**src/shared/ee_loader_pkg.sv**
```systemverilog
// Constants, field layout and carrier types of the serial EEPROM setup loader.
// Assumes a 40 MHz system clock and a three-wire 64x16 serial EEPROM.
package ee_loader_pkg;
   localparam int CLK_NS = 25;
   localparam int SK_HALF_NS = 500;
   localparam int SK_HALF_CYC = (SK_HALF_NS + CLK_NS - 1) / CLK_NS;
   localparam int WR_TIMEOUT_NS = 10000000;
   localparam int WR_TIMEOUT_CYC = WR_TIMEOUT_NS / CLK_NS;
   localparam int BOOT_SETTLE_CYC = 3;
   localparam int BUSY_IGNORE_CYC = 4;

   // Register byte offsets
   localparam logic [7:0] OFS_CTRL = 8'h00;
   localparam logic [7:0] OFS_PTR = 8'h04;
   localparam logic [7:0] OFS_GP = 8'h08;
   localparam logic [7:0] OFS_CFG = 8'h0c;
   localparam logic [7:0] OFS_BASE = 8'h10;
   localparam logic [7:0] OFS_SA0 = 8'h14;
   localparam logic [7:0] OFS_SA1 = 8'h18;
   localparam logic [7:0] OFS_SA2 = 8'h1c;

   // Control register fields
   localparam int CTRL_SEL_BIT = 0;
   localparam int CTRL_FETCH_BIT = 1;
   localparam int CTRL_STORE_BIT = 2;

   // Reset values
   localparam logic [15:0] CFG_RST = 16'h0000;
   localparam logic [15:0] BASE_RST = 16'h0000;
   localparam logic [47:0] SA_RST = 48'h0000_0000_0000;
   localparam logic [15:0] PTR_RST = 16'h0000;
   localparam logic [15:0] GP_RST = 16'h0000;

   // EEPROM geometry and map
   localparam int EE_AW = 6;
   localparam int EE_DW = 16;
   localparam logic [2:0] SLOT_DEFAULT = 3'h7;
   localparam logic [5:0] EE_SA_ADDR = 6'h20;

   // Serial opcodes
   localparam logic [1:0] OP_EWEN = 2'h0;
   localparam logic [1:0] OP_WRITE = 2'h1;
   localparam logic [1:0] OP_READ = 2'h2;
   localparam logic [5:0] EWEN_ADDR = 6'h30;
   localparam logic [4:0] LAST_BIT_FULL = 5'h18;
   localparam logic [4:0] LAST_BIT_SHORT = 5'h08;
   localparam logic [4:0] FIRST_DATA_BIT = 5'h09;

   typedef struct packed {
      logic [1:0] op;
      logic [EE_AW-1:0] addr;
      logic [EE_DW-1:0] wdata;
      logic wait_rdy;
   } ee_req_t;

   typedef enum logic [2:0] {
      DST_NONE = 3'h0,
      DST_CFG = 3'h1,
      DST_BASE = 3'h2,
      DST_SA0 = 3'h3,
      DST_SA1 = 3'h4,
      DST_SA2 = 3'h5,
      DST_GP = 3'h6
   } ee_dest_t;
endpackage : ee_loader_pkg

```
**src/hw/ee_word_xfer.sv**
```systemverilog
// One three-wire serial EEPROM word transfer: start, opcode, address, data.
// Assumes the EEPROM data-out pin is asynchronous; it is synchronised here.
`timescale 1ns/1ps
module ee_word_xfer #(
   parameter int WR_TIMEOUT_CYC = ee_loader_pkg::WR_TIMEOUT_CYC
) (
   input wire logic clk_i,
   input wire logic rst_i,
   input wire logic start_i,
   input wire ee_loader_pkg::ee_req_t req_i,
   input wire logic eeprom_do_i,
   output logic eeprom_cs_o,
   output logic eeprom_sk_o,
   output logic eeprom_di_o,
   output logic [15:0] rdata_o,
   output logic done_o
);
   localparam int WW = $clog2(WR_TIMEOUT_CYC + 1);
   localparam logic [7:0] HALF_LAST = 8'(ee_loader_pkg::SK_HALF_CYC - 1);
   localparam logic [WW-1:0] WAIT_LAST = WW'(WR_TIMEOUT_CYC - 1);
   localparam logic [WW-1:0] WAIT_IGN = WW'(ee_loader_pkg::BUSY_IGNORE_CYC);

   typedef enum logic [3:0] {
      X_IDLE = 4'h1,
      X_SHIFT = 4'h2,
      X_GAP = 4'h4,
      X_BUSY = 4'h8
   } xfer_state_t;

   xfer_state_t state_r;
   ee_loader_pkg::ee_req_t req_r;
   logic do_s1_r;
   logic do_s2_r;
   logic [7:0] tick_r;
   logic [4:0] bit_r;
   logic [24:0] sh_r;
   logic [WW-1:0] wait_r;
   logic half_done;
   logic [4:0] last_bit;

   // Data-out synchroniser
   always_ff @(posedge clk_i)
   begin
      if (rst_i)
      begin
         do_s1_r <= 1'b0;
         do_s2_r <= 1'b0;
      end
      else
      begin
         do_s1_r <= eeprom_do_i;
         do_s2_r <= do_s1_r;
      end
   end

   assign half_done = (tick_r == HALF_LAST);
   assign last_bit = (req_r.op == ee_loader_pkg::OP_EWEN) ?
                     ee_loader_pkg::LAST_BIT_SHORT : ee_loader_pkg::LAST_BIT_FULL;

   always_ff @(posedge clk_i)
   begin
      if (rst_i)
      begin
         state_r <= X_IDLE;
         req_r <= '0;
         tick_r <= 8'h00;
         bit_r <= 5'h00;
         sh_r <= 25'h0000000;
         wait_r <= '0;
         eeprom_cs_o <= 1'b0;
         eeprom_sk_o <= 1'b0;
         eeprom_di_o <= 1'b0;
         rdata_o <= 16'h0000;
         done_o <= 1'b0;
      end
      else
      begin
         done_o <= 1'b0;
         case (state_r)
            X_IDLE:
            begin
               if (start_i)
               begin
                  req_r <= req_i;
                  sh_r <= {1'b1, req_i.op, req_i.addr, req_i.wdata};
                  eeprom_cs_o <= 1'b1;
                  eeprom_di_o <= 1'b1;
                  eeprom_sk_o <= 1'b0;
                  tick_r <= 8'h00;
                  bit_r <= 5'h00;
                  state_r <= X_SHIFT;
               end
            end
            X_SHIFT:
            begin
               if (!half_done)
                  tick_r <= tick_r + 8'h01;
               else
               begin
                  tick_r <= 8'h00;
                  if (!eeprom_sk_o)
                     eeprom_sk_o <= 1'b1;
                  else
                  begin
                     eeprom_sk_o <= 1'b0;
                     if (req_r.op == ee_loader_pkg::OP_READ &&
                         bit_r >= ee_loader_pkg::FIRST_DATA_BIT)
                        rdata_o <= {rdata_o[14:0], do_s2_r};
                     if (bit_r == last_bit)
                     begin
                        eeprom_cs_o <= 1'b0;
                        eeprom_di_o <= 1'b0;
                        state_r <= X_GAP;
                     end
                     else
                     begin
                        bit_r <= bit_r + 5'h01;
                        sh_r <= {sh_r[23:0], 1'b0};
                        eeprom_di_o <= sh_r[23];
                     end
                  end
               end
            end
            X_GAP:
            begin
               if (!half_done)
                  tick_r <= tick_r + 8'h01;
               else
               begin
                  tick_r <= 8'h00;
                  wait_r <= '0;
                  if (req_r.wait_rdy)
                  begin
                     eeprom_cs_o <= 1'b1;
                     state_r <= X_BUSY;
                  end
                  else
                  begin
                     done_o <= 1'b1;
                     state_r <= X_IDLE;
                  end
               end
            end
            X_BUSY:
            begin
               wait_r <= wait_r + 1'b1;
               if ((wait_r >= WAIT_IGN && do_s2_r) || wait_r == WAIT_LAST)
               begin
                  eeprom_cs_o <= 1'b0;
                  done_o <= 1'b1;
                  state_r <= X_IDLE;
               end
            end
            default:
               state_r <= X_IDLE;
         endcase
      end
   end
endmodule : ee_word_xfer

```
**src/hw/serial_eeprom_setup_loader.sv**
```systemverilog
// Setup loader: fetches and stores board setup words in a 64x16 serial EEPROM,
// with a classic Wishbone register slave for software.
// Assumes strap and EEPROM pins are asynchronous to clk_i.
// Behaviour
// - After reset, setup words are fetched from the EEPROM automatically.
// - Configuration word sits at slot select times four, base word at next address.
// - Station address always comes from EEPROM words 20h to 22h.
// - Slot select 7 fetches station address only; others keep their present values.
// - EEPROM is 64 words of 16 bits, accessed by whole words only.
// - Target 0 fetch loads configuration, base and station address registers.
// - Target 0 store writes configuration and base words to slot locations.
// - Control bits 0..2 are target, fetch and store; never kept in EEPROM.
// - Target 1 fetch reads the pointer-addressed word into general purpose.
// - Target 1 store writes general purpose into the pointer-addressed word.
// - Software sets a request bit and polls; hardware clears it on completion.
// - While busy, both request bits read back as one.
// - While busy, no other register can be read or written.
// - With the present pin low when sampled after reset, the EEPROM is never touched.
`timescale 1ns/1ps
module serial_eeprom_setup_loader #(
   parameter logic [15:0] CFG_DEFAULT = ee_loader_pkg::CFG_RST,
   parameter logic [15:0] BASE_DEFAULT = ee_loader_pkg::BASE_RST,
   parameter logic [47:0] SA_DEFAULT = ee_loader_pkg::SA_RST,
   parameter int WR_TIMEOUT_CYC = ee_loader_pkg::WR_TIMEOUT_CYC
) (
   input wire logic clk_i,
   input wire logic rst_i,
   input wire logic [7:0] adr_i,
   input wire logic [31:0] dat_i,
   input wire logic [3:0] sel_i,
   input wire logic we_i,
   input wire logic cyc_i,
   input wire logic stb_i,
   output logic [31:0] dat_o,
   output logic ack_o,
   input wire logic [2:0] board_slot_select_pins_i,
   input wire logic eeprom_present_pin_i,
   input wire logic eeprom_do_i,
   output logic eeprom_cs_o,
   output logic eeprom_sk_o,
   output logic eeprom_di_o,
   output logic [15:0] cfg_word_o,
   output logic [15:0] base_word_o,
   output logic [47:0] station_addr_words_o
);
   typedef enum logic [3:0] {
      M_BOOT = 4'h1,
      M_IDLE = 4'h2,
      M_ISSUE = 4'h4,
      M_WAIT = 4'h8
   } main_state_t;

   main_state_t state_r;
   logic [2:0] slot_s1_r;
   logic [2:0] slot_s2_r;
   logic pres_s1_r;
   logic pres_s2_r;
   logic present_r;
   logic [2:0] slot_r;
   logic [1:0] boot_cnt_r;
   logic tgt_r;
   logic store_r;
   logic [2:0] step_r;
   logic start_r;
   logic [15:0] ptr_r;
   logic [15:0] gp_r;
   logic [15:0] sa0_r;
   logic [15:0] sa1_r;
   logic [15:0] sa2_r;
   logic [31:0] rd_mux;
   logic busy;
   logic acc;
   logic wr_go;
   logic ctrl_wr;
   logic [15:0] xfer_rdata;
   logic xfer_done;
   ee_loader_pkg::ee_req_t plan_req;
   ee_loader_pkg::ee_dest_t plan_dest;
   logic plan_last;
   logic [5:0] slot_addr;

   function automatic logic [15:0] merge16(input logic [15:0] old, input logic [31:0] d,
                                           input logic [3:0] s);
      merge16 = {s[1] ? d[15:8] : old[15:8], s[0] ? d[7:0] : old[7:0]};
   endfunction : merge16

   assign busy = (state_r != M_IDLE);
   assign acc = cyc_i & stb_i;
   assign wr_go = acc & we_i & ack_o;
   assign ctrl_wr = wr_go && adr_i == ee_loader_pkg::OFS_CTRL && sel_i[0];
   assign slot_addr = {1'b0, slot_r, 2'h0};

   // Strap and slot pin synchronisers
   always_ff @(posedge clk_i)
   begin
      if (rst_i)
      begin
         slot_s1_r <= 3'h0;
         slot_s2_r <= 3'h0;
         pres_s1_r <= 1'b0;
         pres_s2_r <= 1'b0;
      end
      else
      begin
         slot_s1_r <= board_slot_select_pins_i;
         slot_s2_r <= slot_s1_r;
         pres_s1_r <= eeprom_present_pin_i;
         pres_s2_r <= pres_s1_r;
      end
   end

   // Word sequence for the current operation
   always_comb
   begin
      plan_req = '0;
      plan_dest = ee_loader_pkg::DST_NONE;
      plan_last = 1'b0;
      if (!store_r && !tgt_r)
      begin
         plan_req.op = ee_loader_pkg::OP_READ;
         case (step_r)
            3'h0:
            begin
               plan_req.addr = slot_addr;
               plan_dest = ee_loader_pkg::DST_CFG;
            end
            3'h1:
            begin
               plan_req.addr = slot_addr + 6'h01;
               plan_dest = ee_loader_pkg::DST_BASE;
            end
            3'h2:
            begin
               plan_req.addr = ee_loader_pkg::EE_SA_ADDR;
               plan_dest = ee_loader_pkg::DST_SA0;
            end
            3'h3:
            begin
               plan_req.addr = ee_loader_pkg::EE_SA_ADDR + 6'h01;
               plan_dest = ee_loader_pkg::DST_SA1;
            end
            default:
            begin
               plan_req.addr = ee_loader_pkg::EE_SA_ADDR + 6'h02;
               plan_dest = ee_loader_pkg::DST_SA2;
               plan_last = 1'b1;
            end
         endcase
      end
      else if (!store_r)
      begin
         plan_req.op = ee_loader_pkg::OP_READ;
         plan_req.addr = ptr_r[5:0];
         plan_dest = ee_loader_pkg::DST_GP;
         plan_last = 1'b1;
      end
      else if (step_r == 3'h0)
      begin
         plan_req.op = ee_loader_pkg::OP_EWEN;
         plan_req.addr = ee_loader_pkg::EWEN_ADDR;
      end
      else
      begin
         plan_req.op = ee_loader_pkg::OP_WRITE;
         plan_req.wait_rdy = 1'b1;
         if (tgt_r)
         begin
            plan_req.addr = ptr_r[5:0];
            plan_req.wdata = gp_r;
            plan_last = 1'b1;
         end
         else if (step_r == 3'h1)
         begin
            plan_req.addr = slot_addr;
            plan_req.wdata = cfg_word_o;
         end
         else
         begin
            plan_req.addr = slot_addr + 6'h01;
            plan_req.wdata = base_word_o;
            plan_last = 1'b1;
         end
      end
   end

   // Operation sequencer
   always_ff @(posedge clk_i)
   begin
      if (rst_i)
      begin
         state_r <= M_BOOT;
         boot_cnt_r <= 2'h0;
         present_r <= 1'b0;
         slot_r <= ee_loader_pkg::SLOT_DEFAULT;
         tgt_r <= 1'b0;
         store_r <= 1'b0;
         step_r <= 3'h0;
         start_r <= 1'b0;
      end
      else
      begin
         start_r <= 1'b0;
         case (state_r)
            M_BOOT:
            begin
               boot_cnt_r <= boot_cnt_r + 2'h1;
               if (boot_cnt_r == 2'(ee_loader_pkg::BOOT_SETTLE_CYC - 1))
               begin
                  present_r <= pres_s2_r;
                  slot_r <= slot_s2_r;
                  tgt_r <= 1'b0;
                  store_r <= 1'b0;
                  step_r <= (slot_s2_r == ee_loader_pkg::SLOT_DEFAULT) ? 3'h2 : 3'h0;
                  state_r <= pres_s2_r ? M_ISSUE : M_IDLE;
               end
            end
            M_IDLE:
            begin
               if (ctrl_wr)
                  tgt_r <= dat_i[ee_loader_pkg::CTRL_SEL_BIT];
               if (ctrl_wr && present_r &&
                   (dat_i[ee_loader_pkg::CTRL_FETCH_BIT] || dat_i[ee_loader_pkg::CTRL_STORE_BIT]))
               begin
                  slot_r <= slot_s2_r;
                  store_r <= ~dat_i[ee_loader_pkg::CTRL_FETCH_BIT];
                  if (dat_i[ee_loader_pkg::CTRL_FETCH_BIT] && !dat_i[ee_loader_pkg::CTRL_SEL_BIT]
                      && slot_s2_r == ee_loader_pkg::SLOT_DEFAULT)
                     step_r <= 3'h2;
                  else
                     step_r <= 3'h0;
                  state_r <= M_ISSUE;
               end
            end
            M_ISSUE:
            begin
               start_r <= 1'b1;
               state_r <= M_WAIT;
            end
            M_WAIT:
            begin
               if (xfer_done)
               begin
                  if (plan_last)
                     state_r <= M_IDLE;
                  else
                  begin
                     step_r <= step_r + 3'h1;
                     state_r <= M_ISSUE;
                  end
               end
            end
            default:
               state_r <= M_IDLE;
         endcase
      end
   end

   // Setup registers: EEPROM results and software writes
   always_ff @(posedge clk_i)
   begin
      if (rst_i)
      begin
         cfg_word_o <= CFG_DEFAULT;
         base_word_o <= BASE_DEFAULT;
         sa0_r <= SA_DEFAULT[15:0];
         sa1_r <= SA_DEFAULT[31:16];
         sa2_r <= SA_DEFAULT[47:32];
         gp_r <= ee_loader_pkg::GP_RST;
         ptr_r <= ee_loader_pkg::PTR_RST;
      end
      else if (state_r == M_WAIT && xfer_done)
      begin
         case (plan_dest)
            ee_loader_pkg::DST_CFG: cfg_word_o <= xfer_rdata;
            ee_loader_pkg::DST_BASE: base_word_o <= xfer_rdata;
            ee_loader_pkg::DST_SA0: sa0_r <= xfer_rdata;
            ee_loader_pkg::DST_SA1: sa1_r <= xfer_rdata;
            ee_loader_pkg::DST_SA2: sa2_r <= xfer_rdata;
            ee_loader_pkg::DST_GP: gp_r <= xfer_rdata;
            default: gp_r <= gp_r;
         endcase
      end
      else if (wr_go && !busy)
      begin
         if (adr_i == ee_loader_pkg::OFS_PTR)
            ptr_r <= merge16(ptr_r, dat_i, sel_i);
         else if (adr_i == ee_loader_pkg::OFS_GP)
            gp_r <= merge16(gp_r, dat_i, sel_i);
         else if (adr_i == ee_loader_pkg::OFS_CFG)
            cfg_word_o <= merge16(cfg_word_o, dat_i, sel_i);
         else if (adr_i == ee_loader_pkg::OFS_BASE)
            base_word_o <= merge16(base_word_o, dat_i, sel_i);
         else if (adr_i == ee_loader_pkg::OFS_SA0)
            sa0_r <= merge16(sa0_r, dat_i, sel_i);
         else if (adr_i == ee_loader_pkg::OFS_SA1)
            sa1_r <= merge16(sa1_r, dat_i, sel_i);
         else if (adr_i == ee_loader_pkg::OFS_SA2)
            sa2_r <= merge16(sa2_r, dat_i, sel_i);
      end
   end

   always_ff @(posedge clk_i)
   begin
      if (rst_i)
         station_addr_words_o <= SA_DEFAULT;
      else
         station_addr_words_o <= {sa2_r, sa1_r, sa0_r};
   end

   // Read data decode
   always_comb
   begin
      rd_mux = 32'h00000000;
      if (adr_i == ee_loader_pkg::OFS_CTRL)
      begin
         rd_mux[ee_loader_pkg::CTRL_SEL_BIT] = tgt_r;
         rd_mux[ee_loader_pkg::CTRL_FETCH_BIT] = busy;
         rd_mux[ee_loader_pkg::CTRL_STORE_BIT] = busy;
      end
      else if (busy)
         rd_mux = 32'h00000000;
      else if (adr_i == ee_loader_pkg::OFS_PTR)
         rd_mux[15:0] = ptr_r;
      else if (adr_i == ee_loader_pkg::OFS_GP)
         rd_mux[15:0] = gp_r;
      else if (adr_i == ee_loader_pkg::OFS_CFG)
         rd_mux[15:0] = cfg_word_o;
      else if (adr_i == ee_loader_pkg::OFS_BASE)
         rd_mux[15:0] = base_word_o;
      else if (adr_i == ee_loader_pkg::OFS_SA0)
         rd_mux[15:0] = sa0_r;
      else if (adr_i == ee_loader_pkg::OFS_SA1)
         rd_mux[15:0] = sa1_r;
      else if (adr_i == ee_loader_pkg::OFS_SA2)
         rd_mux[15:0] = sa2_r;
   end

   // Wishbone answer
   always_ff @(posedge clk_i)
   begin
      if (rst_i)
      begin
         ack_o <= 1'b0;
         dat_o <= 32'h00000000;
      end
      else
      begin
         ack_o <= acc & ~ack_o;
         if (acc && !ack_o)
            dat_o <= rd_mux;
      end
   end

   ee_word_xfer #(
      .WR_TIMEOUT_CYC(WR_TIMEOUT_CYC)
   ) u_xfer (
      .clk_i(clk_i),
      .rst_i(rst_i),
      .start_i(start_r),
      .req_i(plan_req),
      .eeprom_do_i(eeprom_do_i),
      .eeprom_cs_o(eeprom_cs_o),
      .eeprom_sk_o(eeprom_sk_o),
      .eeprom_di_o(eeprom_di_o),
      .rdata_o(xfer_rdata),
      .done_o(xfer_done)
   );
endmodule : serial_eeprom_setup_loader

```
**config.mk**
```make
export PLATFORM = sky130hd
export DESIGN_NAME = serial_eeprom_setup_loader
export DESIGN_NICKNAME = d
export VERILOG_FILES = /design/src/shared/ee_loader_pkg.sv /design/src/hw/ee_word_xfer.sv /design/src/hw/serial_eeprom_setup_loader.sv
export SDC_FILE = /design/constraint.sdc
export NUM_CORES = 1
export LEC_CHECK = 0
export BUFFER_PORTS_ARGS = -buffer_cell sky130_fd_sc_hd__clkbuf_2
export CORE_UTILIZATION = 25
export DETAILED_ROUTE_END_ITERATION = 16
export GPL_ROUTABILITY_DRIVEN = 0
export HOLD_SLACK_MARGIN = 0.08
export PLACE_DENSITY = 0.42
export REMOVE_ABC_BUFFERS = 1
export SLEW_MARGIN = 40
export SYNTH_ARGS = -nofsm -noshare
export SYNTH_HDL_FRONTEND = slang
export SYNTH_HIERARCHICAL = 1
export SYNTH_SLANG_ARGS = --single-unit
```
**constraint.sdc**
```tcl
create_clock -name clk_i -period 2.5 [get_ports clk_i]
set_clock_uncertainty 0.2 [all_clocks]
set_input_delay 0.75 -clock clk_i [delete_from_list [all_inputs] [get_ports clk_i]]
set_output_delay 0.75 -clock clk_i [all_outputs]
set_load 0.03 [all_outputs]
```
==> results.md <==
* Top-area cell type share of the netlist area at 0.441
* Worst-path cell chain: or4b_1, o21ai_4, a21oi_1, a311oi_1
* Ports at 170
* Post-Layout Inst Area at 16,500 µm²
* Remaining antenna violation count after routing at 0
* Syn-to-layout area delta at 27.3%
* Number of global-route vias before repair at 11,200
* CP required at 2760 ps
* Sequential-to-total area share from yosys stat at 0.441
* CTS root buf: clkbuf_16
* Remaining DRCs at 0
* CTS buffer count at 36
* Synth unique cells at 89
* Total wire length at 45,300 µm
* Worst Hold Class: input port to flip-flop
* Crit end category: flip-flop
* Largest delay contributor family on the critical path: compound AO/OA/AOI/OAI gates
* Setup Viol. Count Final at 0
* Max transition margin at 0.568
* Post-Place Cells at 2,310
* Initial drt markers at 874
* Routed metal-1 wirelength at 21,600 µm
* Crit-path max FO at 14
* Post-DP Area at 15,300 µm²
* Largest net degree at the start of global routing at 53
* Most common cell after layout, fill and taps aside: dfxtp_1
* Worst path arrival time at roughly 2700 ps
* VDD IR max at 0.385 mV
* Clock latency on the worst-skew pair at 560 ps
* Startpoint Class: flip-flop
* Most used DFF post-synth: dfxtp_1
* Layout Cells excl Fill at 2,379
* Post-DP HPWL at 32,100 µm
* NumNets Final at around 1,700
* Final Hold Viols at 0
* Buf/Inv on CP at 0
* Largest cells by area after synthesis: dfxtp_1 (44%), nand2_1 (7.9%), a21oi_1 (4.5%), mux2i_1 (4.1%), mux2_2 (3.0%)
* Yosys top cell by area: dfxtp_1
* Min cycle time layout at 2390 ps
* Highest routed layer: met5
* Fmax at 418 MHz
* Mean post-synth cell area at slightly below 9 µm²
* Tot Pwr at 11.5 mW
* Remaining global-route overflow at 0
* Maxcap violations at 0
* Pleak at 6.41 nW
* Slew Viols, Final at 0
* Most frequent cells in the layout: dfxtp_1 (286), nand2_1 (272), clkbuf_2 (134), a21oi_1 (117), nor2_1 (93)
* Status: completed
* Worst slew pin tran at 647 ps
* H-tree depth at 2
* Layout cells sized above 1 at 0.242
* Critical Path Max Stage Delay at 710 ps
* Post-synth EDFFs at 0
* Clock slew at reported path FFs at 60 ps
* Post-synthesis register bit count at 286
* Hold Slack at 219 ps
* Vias at 11,600
* Ys Warns at 6
* Synth Instances at between 1,000 and 1,500
* Metal3 WL at around 2500 µm
* TNS Setup at 0 ps
* Worst path slowest cell: or4b_1
* Final worst path period share at 0.957
* Die width at 230 µm
* RSZ-0062 raised after global routing: true
* Die area at between 50,000 and 60,000 µm²
* Cell area after synthesis at ~13,000 µm²
* Initial antenna violation count at 1
* # rows at 83
* Core area at 51,300 µm²
* First-pass GRT wire length at 68,400 µm
* Iteration count of the initial detailed-routing pass at 8
* Synth async-reset ratio at 0
* Clock Sink Count at 286
* Setup CP Type: flip-flop to flip-flop
* Routed met2 length at 20,100 µm
* CTS Buffer Depth at 3
* PwrDens at 693 nW/µm²
* GRT Overall Usage at 0.167
* WL/cell at about 19 µm
* Starting Density at 0.253
* DR vias/cell at 4.90
* Chip height at 230 µm
* CTS tree: yes
* Buffers on Ports at 135
* CTS Hold Bufs at 0
* Filler cells at approximately 5,400
==> routing by layer <==
layer | global-route usage | vias up
li1 | - | 5659
met5 | 0 | -
met4 | 0.0526 | 2
met1 | 0.234 | 5604
met2 | 0.258 | 318
met3 | 0.0303 | 66
==> final timing paths <==
check	depth (start not counted)	startpoint	slack (ps)	endpoint
hold reg to reg	1	pres_s1_r	230	pres_s2_r
setup reg to reg	4	u_xfer/state_r[0]	110	u_xfer/sh_r[7]
hold / removal	2	board_slot_select_pins_i[0]	220	slot_s1_r[0]
setup / recovery	4	u_xfer/state_r[0]	110	u_xfer/sh_r[7]
==> cells in the mapped netlist, types with 15 or more instances <==
cell type	instances
mux2i_1	53
mux2_2	35
inv_1	29
nand3_1	41
buf_2	21
o221ai_1	17
o21ai_0	34
nand2_1	272
a32o_1	15
a222oi_1	16
o21ai_1	40
nor2_1	94
buf_4	22
dfxtp_1	286
clkbuf_1	54
nor2b_1	47
a21oi_1	117
a311oi_1	24
o32ai_1	16
==> cell type report <==
class	count	area, µm²	area share
clock buffers	51	1060	0.0639
inverters	32	120	0.00726
multi-input cells	1060	6670	0.403
clock inverters	12	121	0.00734
repair buffers	256	1990	0.120
flip-flops and latches	286	5730	0.346
well taps	680	851	0.0514
diodes	2	5.00	0.000303
==> where the power goes <==
group	switching [mW]	internal (mW)
Combinational	0.899	0.617
Clock	2.09	3.07
Sequential	0.107	4.69
==> registers in the layout, indices dropped and copies added (netlist names), 5 cells and up <==
| name | cells |
|---|---|
| station_addr_words_o | 48 |
| u_xfer/sh_r | 24 |
| u_xfer/wait_r | 19 |
| base_word_o | 16 |
| cfg_word_o | 16 |
| dat_o | 16 |
| gp_r | 16 |
| ptr_r | 16 |
| sa0_r | 16 |
| sa1_r | 16 |
| sa2_r | 16 |
| u_xfer/rdata_o | 16 |
| u_xfer/tick_r | 8 |
| u_xfer/bit_r | 5 |
==> what timing repair did <==
action,CTS,global route
pin swaps,0,1
gates resized for setup,0,7
cloned,0,1
buffers inserted,3,0
endpoints found under the setup margin,16,27
==> through the flow <==
stage / utilization / worst slack (ps)
final: 0.322 / 108
after global routing: 0.322 / 3.70
after CTS: 0.321 / 1.93
after detailed placement: 0.298 / -425
after global placement: 0.298 / -495
after floorplan: - / -979
==> kinds of logic (layout without fill, tap and decap cells) <==
family / Yosys count / after routing / share of synthesized area
AND/OR/NAND/NOR: 582 / 582 / 0.224
AO/OA/AOI/OAI: 350 / 351 / 0.190
flip-flops: 286 / 286 / 0.441
buffers and inverters: 142 / 351 / 0.0549
multiplexers: 89 / 89 / 0.0720
adder cells (fa/ha/maj): 12 / 12 / 0.0116
XOR/XNOR: 10 / 10 / 0.00674
other: 1 / 18 / 0.000289
(Power assumes the default switching activity.)
